## src/rtl/tig_pkg.sv

```systemverilog
package tig_pkg;
  // ************************************************************
  // timing
  // ************************************************************
  localparam int unsigned CLK_PERIOD_NS   = 10;
  localparam int unsigned TICK_MS         = 10;
  localparam int unsigned TICK_CYCLES     = (TICK_MS * 1000000) / CLK_PERIOD_NS;
  localparam int unsigned RESP_MS         = 1;
  localparam int unsigned RESP_CYCLES     = (RESP_MS * 1000000) / CLK_PERIOD_NS;
  localparam int unsigned SETPOINT_W      = 32;
  localparam int unsigned NUM_BITS        = 4;
  // ************************************************************
  // register map
  // ************************************************************
  localparam logic [7:0]  ADDR_CTRL       = 8'h00;
  localparam logic [7:0]  ADDR_SETPOINT   = 8'h04;
  localparam logic [7:0]  ADDR_ELAPSED    = 8'h08;
  localparam logic [7:0]  ADDR_STATUS     = 8'h0c;
  localparam logic [7:0]  ADDR_MASK       = 8'h10;
  localparam logic [7:0]  ADDR_BITS       = 8'h14;
  localparam int unsigned CTRL_ACT_BIT    = 0;
  localparam int unsigned CTRL_LOAD_BIT   = 1;
  localparam int unsigned CTRL_HALT_BIT   = 2;
  localparam int unsigned CTRL_MODE_BIT   = 3;
  localparam int unsigned STAT_EXPIRE_BIT = 0;
  localparam int unsigned STAT_LATE_BIT   = 1;
  localparam logic [3:0]  CTRL_RESET      = 4'h0;
  localparam logic [1:0]  MASK_RESET      = 2'h0;
  localparam logic [31:0] SETPOINT_RESET  = 32'h0000_0000;
  typedef enum logic {TIG_ONDELAY, TIG_INTERVAL} tig_mode_t;
endpackage

```

## src/rtl/tig_timer.sv

```systemverilog
// The address-and-strobe port and the placing of the registers were left to the implementer.
`timescale 1ns/1ps
module tig_timer
  import tig_pkg::*;
#(
  parameter int unsigned TICK_DIV = TICK_CYCLES,
  parameter int unsigned RESP_MAX = RESP_CYCLES,
  parameter int unsigned QUEUE_W  = 4
) (
  // clocking
  input  wire logic                       clk,
  input  wire logic                       reset,
  input  wire logic                       ce,
  // register port
  input  wire logic [7:0]                 addr,
  input  wire logic [31:0]                wdata,
  input  wire logic                       wr,
  input  wire logic                       rd,
  output logic      [31:0]                rdata,
  // main-program bits
  input  wire logic [tig_pkg::NUM_BITS-1:0] passed_in_bit,
  output logic      [tig_pkg::NUM_BITS-1:0] routine_in_bit,
  input  wire logic [tig_pkg::NUM_BITS-1:0] routine_out_bit,
  input  wire logic                       routine_done,
  output logic      [tig_pkg::NUM_BITS-1:0] returned_out_bit,
  // routine request and status
  output logic                            routine_req,
  output logic      [31:0]                elapsed_time_out,
  output logic                            irq
);
  import tig_pkg::*;

  // ************************************************************
  // registers
  // ************************************************************
  logic [3:0]  ctrl_reg;
  logic [31:0] delay_setpoint;
  logic [1:0]  status_reg;
  logic [1:0]  mask_reg;
  logic [1:0]  status_next;
  logic        activate;
  logic        load_delay_value;
  logic        halt_count;
  tig_mode_t   mode;

  assign activate         = ctrl_reg[CTRL_ACT_BIT];
  assign load_delay_value = ctrl_reg[CTRL_LOAD_BIT];
  assign halt_count       = ctrl_reg[CTRL_HALT_BIT];
  assign mode             = tig_mode_t'(ctrl_reg[CTRL_MODE_BIT]);

  always_ff @(posedge clk or posedge reset) begin
    if (reset) begin
      ctrl_reg       <= CTRL_RESET;
      delay_setpoint <= SETPOINT_RESET;
      mask_reg       <= MASK_RESET;
    end else if (ce && wr) begin
      case (addr)
        ADDR_CTRL:     ctrl_reg       <= wdata[3:0];
        ADDR_SETPOINT: delay_setpoint <= wdata;
        ADDR_MASK:     mask_reg       <= wdata[1:0];
        default:       ;
      endcase
    end
  end

  // ************************************************************
  // countdown
  // ************************************************************
  typedef enum logic [1:0] {TIG_IDLE, TIG_RUN, TIG_DONE} tig_state_t;
  tig_state_t  state_reg;
  logic [31:0] steps_total;
  logic [31:0] remain_reg;
  logic [31:0] elapsed_reg;
  logic        phase_reg;
  logic        step;
  logic        expire;
  logic        running;

  // rounding setpoint down to whole 10 ms steps, at least one step
  assign steps_total = (delay_setpoint < 32'(TICK_MS)) ? 32'h1
                     : delay_setpoint / 32'(TICK_MS);
  assign running     = (state_reg == TIG_RUN) && activate;
  assign expire      = running && step && !halt_count && (remain_reg == 32'h1)
                       && !load_delay_value;

  tig_tick #(
    .DIV (TICK_DIV)
  ) u_tick (
    .clk   (clk),
    .reset (reset),
    .ce    (ce),
    .clear (!running || load_delay_value),
    .hold  (halt_count),
    .step  (step)
  );

  always_ff @(posedge clk or posedge reset) begin
    if (reset) begin
      state_reg   <= TIG_IDLE;
      remain_reg  <= 32'h0;
      elapsed_reg <= 32'h0;
      phase_reg   <= 1'b0;
    end else if (ce) begin
      case (state_reg)
        TIG_IDLE: begin
          if (activate) begin
            state_reg   <= TIG_RUN;
            remain_reg  <= steps_total;
            elapsed_reg <= 32'h0;
            phase_reg   <= 1'b0;
          end
        end
        TIG_RUN: begin
          if (!activate) begin
            state_reg <= TIG_IDLE;
          end else if (load_delay_value) begin
            remain_reg  <= steps_total;
            elapsed_reg <= 32'h0;
          end else if (step && !halt_count) begin
            if (remain_reg == 32'h1) begin
              elapsed_reg <= 32'h0;
              if (mode == TIG_INTERVAL) begin
                remain_reg <= steps_total;
                phase_reg  <= ~phase_reg;
              end else begin
                remain_reg <= 32'h0;
                state_reg  <= TIG_DONE;
              end
            end else begin
              remain_reg  <= remain_reg - 32'h1;
              elapsed_reg <= elapsed_reg + 32'(TICK_MS);
            end
          end
        end
        TIG_DONE: begin
          if (!activate) begin
            state_reg <= TIG_IDLE;
          end else if (load_delay_value) begin
            state_reg  <= TIG_RUN;
            remain_reg <= steps_total;
            elapsed_reg <= 32'h0;
          end
        end
        default: state_reg <= TIG_IDLE;
      endcase
    end
  end

  // ************************************************************
  // routine requests
  // ************************************************************
  // expiries that land while a routine still runs are counted, up to 14 besides the running one; further ones are dropped and set the late status bit
  logic pending;
  logic overflow;
  logic pop;

  assign pop = routine_req && routine_done;

  tig_req_queue #(
    .CW (QUEUE_W)
  ) u_queue (
    .clk      (clk),
    .reset    (reset),
    .ce       (ce),
    .push     (expire),
    .pop      (pop),
    .flush    (!activate),
    .pending  (pending),
    .overflow (overflow)
  );

  always_ff @(posedge clk or posedge reset) begin
    if (reset) begin
      routine_req <= 1'b0;
    end else if (ce) begin
      if (!activate) begin
        routine_req <= 1'b0;
      end else if (pop) begin
        routine_req <= 1'b0;
      end else if (expire || pending) begin
        routine_req <= 1'b1;
      end
    end
  end

  // bit passing; inputs frozen at request start so the routine sees one snapshot
  genvar gi;
  generate
    for (gi = 0; gi < NUM_BITS; gi++) begin : g_bits
      always_ff @(posedge clk or posedge reset) begin
        if (reset) begin
          routine_in_bit[gi]   <= 1'b0;
          returned_out_bit[gi] <= 1'b0;
        end else if (ce) begin
          if (!routine_req) begin
            routine_in_bit[gi] <= passed_in_bit[gi];
          end
          if (pop) begin
            returned_out_bit[gi] <= routine_out_bit[gi];
          end
        end
      end
    end
  endgenerate

  always_ff @(posedge clk or posedge reset) begin
    if (reset) begin
      elapsed_time_out <= 32'h0;
    end else if (ce) begin
      elapsed_time_out <= elapsed_reg;
    end
  end

  // ************************************************************
  // interrupt status and read port
  // ************************************************************
  always_comb begin
    status_next = status_reg;
    if (wr && addr == ADDR_STATUS) begin
      status_next = status_next & ~wdata[1:0];
    end
    if (expire) begin
      status_next[STAT_EXPIRE_BIT] = 1'b1;
    end
    if (overflow) begin
      status_next[STAT_LATE_BIT] = 1'b1;
    end
  end

  always_ff @(posedge clk or posedge reset) begin
    if (reset) begin
      status_reg <= 2'h0;
      irq        <= 1'b0;
    end else if (ce) begin
      status_reg <= status_next;
      irq        <= |(status_next & mask_reg);
    end
  end

  always_ff @(posedge clk or posedge reset) begin
    if (reset) begin
      rdata <= 32'h0;
    end else if (ce) begin
      rdata <= 32'h0;
      if (rd) begin
        case (addr)
          ADDR_CTRL:     rdata <= {28'h0, ctrl_reg};
          ADDR_SETPOINT: rdata <= delay_setpoint;
          ADDR_ELAPSED:  rdata <= elapsed_reg;
          ADDR_STATUS:   rdata <= {28'h0, phase_reg, running, status_reg};
          ADDR_MASK:     rdata <= {30'h0, mask_reg};
          ADDR_BITS:     rdata <= {24'h0, returned_out_bit, routine_in_bit};
          default:       rdata <= 32'h0;
        endcase
      end
    end
  end

  // ************************************************************
  // checks
  // ************************************************************
  logic [31:0] wait_cnt;

  always_ff @(posedge clk or posedge reset) begin
    if (reset) begin
      wait_cnt <= 32'h0;
    end else if (ce) begin
      wait_cnt <= (routine_req && !routine_done) ? wait_cnt + 32'h1 : 32'h0;
    end
  end
endmodule

```

## src/rtl/tig_tick.sv

```systemverilog
`timescale 1ns/1ps
// 10 ms step generator, frozen while hold is high unless clear is set
module tig_tick #(
  parameter int unsigned DIV = 1000000
) (
  // clocking
  input  wire logic clk,
  input  wire logic reset,
  input  wire logic ce,
  // control
  input  wire logic clear,
  input  wire logic hold,
  output logic      step
);
  logic [31:0] cnt_reg;

  always_ff @(posedge clk or posedge reset) begin
    if (reset) begin
      cnt_reg <= 32'h0;
      step    <= 1'b0;
    end else if (ce) begin
      // a step that lands under hold is kept until hold lifts, so no time is lost
      if (clear || !hold) begin
        step <= 1'b0;
      end
      if (clear) begin
        cnt_reg <= 32'h0;
      end else if (!hold) begin
        if (cnt_reg == 32'(DIV - 1)) begin
          cnt_reg <= 32'h0;
          step    <= 1'b1;
        end else begin
          cnt_reg <= cnt_reg + 32'h1;
        end
      end
    end
  end
endmodule

```

## src/rtl/tig_req_queue.sv

```systemverilog
`timescale 1ns/1ps
// pending-request counter: requests are served one by one in arrival order
module tig_req_queue #(
  parameter int unsigned CW = 4
) (
  // clocking
  input  wire logic clk,
  input  wire logic reset,
  input  wire logic ce,
  // requests
  input  wire logic push,
  input  wire logic pop,
  input  wire logic flush,
  output logic      pending,
  output logic      overflow
);
  logic [CW-1:0] cnt_reg;

  always_ff @(posedge clk or posedge reset) begin
    if (reset) begin
      cnt_reg  <= '0;
      overflow <= 1'b0;
    end else if (ce) begin
      overflow <= 1'b0;
      if (flush) begin
        cnt_reg <= '0;
      end else if (push && !(pop && cnt_reg != '0)) begin
        if (cnt_reg == '1) begin
          overflow <= 1'b1;
        end else begin
          cnt_reg <= cnt_reg + 1'b1;
        end
      end else if (pop && !push && cnt_reg != '0) begin
        cnt_reg <= cnt_reg - 1'b1;
      end
    end
  end

  assign pending = (cnt_reg != '0);
endmodule

```

## config.mk

```make
export PLATFORM = sky130hd
export DESIGN_NAME = tig_timer
export DESIGN_NICKNAME = d
export VERILOG_FILES = /design/src/rtl/tig_pkg.sv /design/src/rtl/tig_timer.sv /design/src/rtl/tig_tick.sv /design/src/rtl/tig_req_queue.sv
export SDC_FILE = /design/constraint.sdc
export NUM_CORES = 1
export LEC_CHECK = 0
export ABC_AREA = 1
export ABC_CLOCK_PERIOD_IN_PS = 9700
export BUFFER_PORTS_ARGS = -buffer_cell sky130_fd_sc_hd__buf_2
export CAP_MARGIN = 40
export CORE_ASPECT_RATIO = 0.9
export CORE_UTILIZATION = 50
export DETAILED_ROUTE_END_ITERATION = 16
export GPL_TIMING_DRIVEN = 0
export PLACE_DENSITY = 0.72
export SKIP_LAST_GASP = 1
export SLEW_MARGIN = 20
export SYNTH_ARGS = -nofsm -noshare
export SYNTH_HDL_FRONTEND = slang
export SYNTH_SLANG_ARGS = --single-unit
```

## constraint.sdc

```tcl
create_clock -name clk -period 9.7 [get_ports clk]
set_input_delay 1.94 -clock clk [delete_from_list [all_inputs] [get_ports clk]]
set_output_delay 1.94 -clock clk [all_outputs]
set_load 0.005 [all_outputs]
```

Word-level counts from Yosys, hierarchy flattened
Index checks and enable logic that the tools add are counted.
{"block": "op_classes", "addsub": 5, "n_div": 1, "order_cmp": 1, "n_eq_ne": 28, "muxes": 56, "bitwise": 5, "n_reduce_logical": 38}
{"cell": "32-bit 2-to-1 mux", "count": 20}
{"cell": "32-bit case mux with 3 select lines", "count": 2}
{"cell": "32-bit case mux with 6 select lines", "count": 1}
{"cell": "32-bit by 1-bit adder with 32-bit output (second input constant)", "count": 1}
{"cell": "32-bit by 4-bit adder with 32-bit output (second input constant)", "count": 1}
{"cell": "32-bit by 4-bit divider with 32-bit output (second input constant)", "count": 1}
{"cell": "32-bit by 1-bit == test with 1-bit output (second input constant)", "count": 1}
{"cell": "32-bit by 20-bit == test with 1-bit output (second input constant)", "count": 1}
{"cell": "32-bit by 4-bit less-than comparator with 1-bit output (second input constant)", "count": 1}
{"cell": "32-bit by 1-bit subtractor with 32-bit output (second input constant)", "count": 1}
{"cell": "1-bit 2-to-1 mux", "count": 18}
{"cell": "2-bit 2-to-1 mux", "count": 9}
{"cell": "8-bit by 4-bit == test with 1-bit output (second input constant)", "count": 2}
{"cell": "8-bit by 5-bit == test with 1-bit output (second input constant)", "count": 2}
{"cell": "4-bit 2-to-1 mux", "count": 4}
{"cell": "2-bit AND reduction", "count": 7}
{"cell": "7-bit AND reduction", "count": 2}
{"cell": "1-bit logical AND", "count": 13}
{"cell": "2-bit != test (second input constant)", "count": 6}
{"cell": "3-bit != test (second input constant)", "count": 4}
{"cell": "3-bit by 2-bit != test with 1-bit output (second input constant)", "count": 3}
{"cell": "8-bit by 3-bit == test with 1-bit output (second input constant)", "count": 1}
{"cell": "8-bit zero test", "count": 1}
{"cell": "8-bit AND reduction", "count": 1}
{"cell": "other kinds (20)", "count": 31}
{"block": "word_totals", "register_bits": 219, "in_bits": 54, "output_inout_bits": 74, "wordCells": 158}

Longest topological paths before layout
{"block": "depth", "depth_word": 12, "mapped_depth": 132, "mapped_depth_nobuf": 131}

Cells and area by module
A second synthesis with hierarchy kept.
{"block": "unflattened", "hier_cells": 1988, "area_unflattened_um2": 13822.0}
{"mod": "tig_timer", "instances": 1, "cells_each": 1593, "area_each_um2": 11168.2, "seq_area_each_um2": 4479.3}
{"mod": "tig_tick", "instances": 1, "cells_each": 339, "area_each_um2": 2245.9, "seq_area_each_um2": 825.8}
{"mod": "tig_req_queue", "instances": 1, "cells_each": 56, "area_each_um2": 407.9, "seq_area_each_um2": 125.1}

Worst setup path after synthesis
OpenSTA, ideal clock, no wires.
{"block": "synth_path", "path_kind": "reg2reg", "from": "register delay_setpoint[31]", "to": "register remain_reg[0]", "setup_time_ps": 120, "arrival_time_ps": 8920, "required_ps": 9580, "slack_ps": 660, "stages_incl_launch_ff": 119, "n_path_buf": 1, "period_less_slack_ps": 9040, "cell_sequence": "dfrtp_1 -> buf_6 -> nand2_1 -> inv_2 -> o21bai_2 -> nand2_2 -> nand2_1 -> nand2_2 -> nand3_2 -> nand2_2 -> nand2_2 -> nand2_1 -> nand2_2 -> inv_2 -> nand2_4 -> nand3_1 -> nand3_2 -> nand2_2 -> [83 not listed] -> nand2_2 -> inv_2 -> nand2_2 -> nand2_1 -> nand2_1 -> nand2_1 -> inv_1 -> nand2_2 -> nand2_2 -> nand2_1 -> nand2_1 -> inv_1 -> nand2_2 -> nand2_1 -> a21oi_1 -> nand3_1 -> nand2_1 -> nand2_1"}
{"block": "synth_via", "elab_chain_cells": 8, "word_cells_on_any_way": 12, "cone_classes": "div (1); order compare (1); mux (10)"}
{"item": "start: declaration", "line": "tig_timer.sv:37", "text": "logic [31:0] delay_setpoint;"}
{"item": "start signal: assignment", "line": "tig_timer.sv:59", "text": "ADDR_SETPOINT: delay_setpoint <= wdata;"}
{"item": "32-bit by 4-bit divider with 32-bit output / 32-bit by 4-bit less-than comparator with 1-bit output (equally long branches)", "line": "tig_timer.sv:81, tig_timer.sv:80"}
{"item": "32-bit 2-to-1 mux *", "line": "tig_timer.sv:80", "text": "assign steps_total = (delay_setpoint < 32'(TICK_MS)) ? 32'h1"}
{"item": "32-bit 2-to-1 mux", "line": "tig_timer.sv:122", "text": "if (mode == TIG_INTERVAL) begin"}
{"item": "32-bit 2-to-1 mux", "line": "tig_timer.sv:120", "text": "if (remain_reg == 32'h1) begin"}
{"item": "32-bit 2-to-1 mux", "line": "tig_timer.sv:119", "text": "end else if (step && !halt_count) begin"}
{"item": "32-bit 2-to-1 mux", "line": "tig_timer.sv:116", "text": "end else if (load_delay_value) begin"}
{"item": "32-bit 2-to-1 mux", "line": "tig_timer.sv:114", "text": "if (!activate) begin"}
{"item": "32-bit case mux with 3 select lines *", "line": "tig_timer.sv:104", "text": "case (state_reg)"}
{"item": "end signal: assignment", "line": "tig_timer.sv:108", "text": "remain_reg <= steps_total;"}
{"item": "end signal: assignment", "line": "tig_timer.sv:117", "text": "remain_reg <= steps_total;"}
{"item": "end signal: assignment", "line": "tig_timer.sv:123", "text": "remain_reg <= steps_total;"}
{"item": "end: declaration", "line": "tig_timer.sv:72", "text": "logic [31:0] remain_reg;"}
Every way passes the cells marked *; elsewhere a longest branch is shown, timed or not. The select of a mux whose other input is x is not followed.
A chain may end at the register's enable or synchronous reset.

Worst setup path after layout
{"block": "layout_path", "from": "register delay_setpoint[30]", "to": "register remain_reg[7]"}
The elaborated chain is that of the path after synthesis.

==> run_results.csv <==
group,metric,value,unit
run_status,status,"finished with violations",
run_status,violations,"negative setup slack",
hold_path,min_path_cells,1,
synthesis,netlist_area,13200,um^2
final_layout,areaGrowthSynthToFinish,26.9,%
synthesis,synth-seq-area-share,41.3,%
placed_design,port_buffers,126,
setup_path,reg2reg_depth,105,
synthesis,yosys.area_share.adder,0.723,%
sta,tns,-3.75,ns
setup_path,crit_path_frequent_cell,"nand2_4",
global_route,overflow,0,
sta,finClkSkew,0.00969,ns
synthesis,synth_compound_area_share,15.6,%
synthesis,yosysWarnings,0,
clock_tree,clockBufferDepth,3,
setup_path,cp_data_required_time,10.10,ns
drt,first_pass_iters,5,
drt,drc,0,
setup_path,crit_type,"register to register",
final_layout,antenna_cells,0,
flow_run,cap_violations,0,
floorplanning,ios,128,
clock_tree,cts_root_buffer,"clkbuf_16",
clock_tree,ctsHtreeMaxLevel,1,
clock_tree,clk_pin_slew,0.06,ns
clock_tree,cts_tree,"done",
synthesis,synth-simple-area-share,32.6,%
synthesis,synth_xor_area_share,0.666,%
placed_design,place_area,14300,um^2
final_layout,nNetsFinal,2120,
sta,final_max_slew_viol_count,0,
sta,worst_pin_slew,0.788,ns
drt,first_iter_violations,1095,
floorplanning,die_w,173,um
final_layout,instances_no_fill,2417,
sta,rsz0062_at_grt,"yes",
synthesis,synth_top_area_cell,"dfrtp_1",
synthesis,ys_async_sr_fraction,100,%
drt,ant_nets,0,
global_route,grt_use_total,29.0,%
sta,fmax,93.2,MHz
setup_path,critPathMaxFanout,5,
final_layout,design_area,16700,um^2
global_route,grt_pass1_vias,12700,
drt,wl_per_cell,16.8,um
floorplanning,start_util,51.6,%
placed_design,place.gp.congestion,0.902,
synthesis,netlist_instances,1813,
synthesis,synth_cell_types,53,
clock_tree,clock_latency,0.55,ns
hold_path,min-delay-path-class,"register to register",
synthesis,yosysTopAreaCellShare,41.3,%
synthesis,ys_seq_elements,217,
floorplanning,rows,55,
global_route,grt_pass1_wl,62.9,mm
setup_path,cpMaxStageDelayCell,"dfrtp_2",
synthesis,synth_top_family_by_area,"simple AND/OR/NAND/NOR gates",
placed_design,dp_hpwl,28.0,mm
synthesis,syn_nets,1874,
drt,postRouteWirelength,40.7,mm
synthesis,synth_mux_area_share,0.257,%
sta,maxSlewHeadroom,46.9,%
setup_path,crit_path_max_incr_delay,0.46,ns
floorplanning,die_h,156,um
synthesis,yosys-top-cells-count,"nand2_1 (371), inv_1 (236), dfrtp_1 (217), nor2_1 (196), nand3_1 (137)",
floorplanning,core-area,25500,um^2
placed_design,post-place-cells,2284,
clock_tree,cts_buffers,24,
sta,fin_ws,-1.03,ns
synthesis,synth_edf_count,0,
synthesis,ys_top_cells_by_area,"dfrtp_1 (41%), nand2_1 (11%), inv_1 (6.7%), nor2_1 (5.6%), nand3_1 (5.2%)",
floorplanning,die-area,27000,um^2
sta,period_needed,10.73,ns
sta,setup_viol_count_final,6,
setup_path,worstSetupStartpointType,"register",
sta,hold_viol,0,
global_route,grt_max_degree,105,
clock_tree,cts_sinks,217,
synthesis,avgSynthCellArea,7.25,um^2
sta,holdWs,0.473,ns
setup_path,cp_data_arrival_time,11.13,ns
setup_path,critPathCaptureType,"register",
drt,vias_per_cell,5.60,
synthesis,yosysMostFrequentCell,"nand2_1",
sta,period_share,111,%
global_route,antenna_found_initial,0,
synthesis,synth_ff_type,"dfrtp_1",
drt,via_count,13500,
final_layout,drive_gt1_share,25.5,%
## per-layer routing
metal | wire length (um) | global-route usage [%] | up-vias
li1 | - | - | 6468
met1 | 17400 | 38.1 | 6519
met2 | 19500 | 49.0 | 455
met3 | 2580 | 4.65 | 97
met4 | 1280 | 9.82 | 0
met5 | 0 | 0 | -
## critical path: cells and delay by family (launching register included)
| family | cells | cell delay (ns) |
|---|---|---|
| AOI/OAI and AO/OA | 5 | 0.85 |
| buffers and inverters | 27 | 2.95 |
| DFF | 1 | 0.46 |
| and+or+nand+nor | 73 | 6.25 |
## cells in the final DEF, fill, tap and decap left out, types with 4 or more instances in the layout
| master | Yosys | final |
|---|---|---|
| a22o_1 | 24 | 24 |
| o22ai_1 | 33 | 33 |
| nor2_1 | 196 | 195 |
| nand3_2 | 21 | 32 |
| ha_1 | 6 | 6 |
| nand2_4 | 22 | 80 |
| o21ai_2 | 5 | 6 |
| nand2_1 | 371 | 306 |
| nor3b_1 | 7 | 7 |
| a221oi_1 | 4 | 4 |
| nand4_1 | 23 | 23 |
| nor3_1 | 50 | 50 |
| inv_2 | 26 | 33 |
| nand3_1 | 137 | 108 |
| bufinv_16 | 0 | 4 |
| clkbuf_1 | 36 | 39 |
| o21ai_0 | 119 | 116 |
| o21ai_1 | 10 | 9 |
| buf_2 | 0 | 126 |
| buf_4 | 1 | 91 |
| buf_1 | 6 | 6 |
| clkbuf_8 | 0 | 6 |
| inv_1 | 236 | 225 |
| nor4_1 | 15 | 14 |
| dfrtp_1 | 217 | 215 |
| nand2_2 | 69 | 76 |
| a211oi_1 | 7 | 7 |
| xor2_1 | 8 | 7 |
| a21oi_1 | 104 | 103 |
| clkbuf_16 | 0 | 24 |
| nand3_4 | 0 | 18 |
| a31oi_1 | 19 | 19 |
## path summary, 6_finish.rpt
path / startpoint / to / slack [ns]
max in group asynchronous: reset / u_tick.cnt_reg[29]$_DFFE_PP0P_ / 7.58
min in group asynchronous: reset / delay_setpoint[12]$_DFFE_PP0P_ / 1.33
worst max-delay path: delay_setpoint[30]$_DFFE_PP0P_ / remain_reg[7]$_DFFE_PP0P_ / -1.03
worst min register to register: remain_reg[29]$_DFFE_PP0P_ / remain_reg[29]$_DFFE_PP0P_ / 0.47
worst max register to register: delay_setpoint[30]$_DFFE_PP0P_ / remain_reg[7]$_DFFE_PP0P_ / -1.03
worst min-delay path: remain_reg[29]$_DFFE_PP0P_ / remain_reg[29]$_DFFE_PP0P_ / 0.47
## stage by stage
step                      worst slack, ns  util (%)
after floorplan                     0.660         -
after global placement             -0.913      55.8
after detailed placement           -0.770      56.1
after CTS                          -0.552      62.8
after global routing                -1.60      65.5
final                               -1.03      65.5
## cells by family (layout without fill, tap and decap cells)
family | count (synthesis) | count (layout)
simple gates | 916 | 916
compound gates | 351 | 351
buf+inv | 308 | 570
flops | 217 | 217
xor+xnor | 10 | 10
fa+ha+maj | 7 | 7
mux | 3 | 3
other cells | 1 | 1
## final cells by class
cell class	instances	area, um^2
multi-input combinational	1288	7390
timing repair buffer	220	1380
clock buffer	33	694
fill	2131	8780
inverter	264	1010
tap	342	428
clock inverter	9	176
buffer	44	176
sequential	217	5430
## timing repair
action,in CTS,in global routing
gates resized for setup,77,130
buffers inserted,70,21
hold buffers,0,0
setup endpoints to repair,3,8
pin swaps,61,89
cloned,0,0
Power is not shown: default switching activity piles up to over one toggle a cycle in this logic, so the estimate is an artifact.
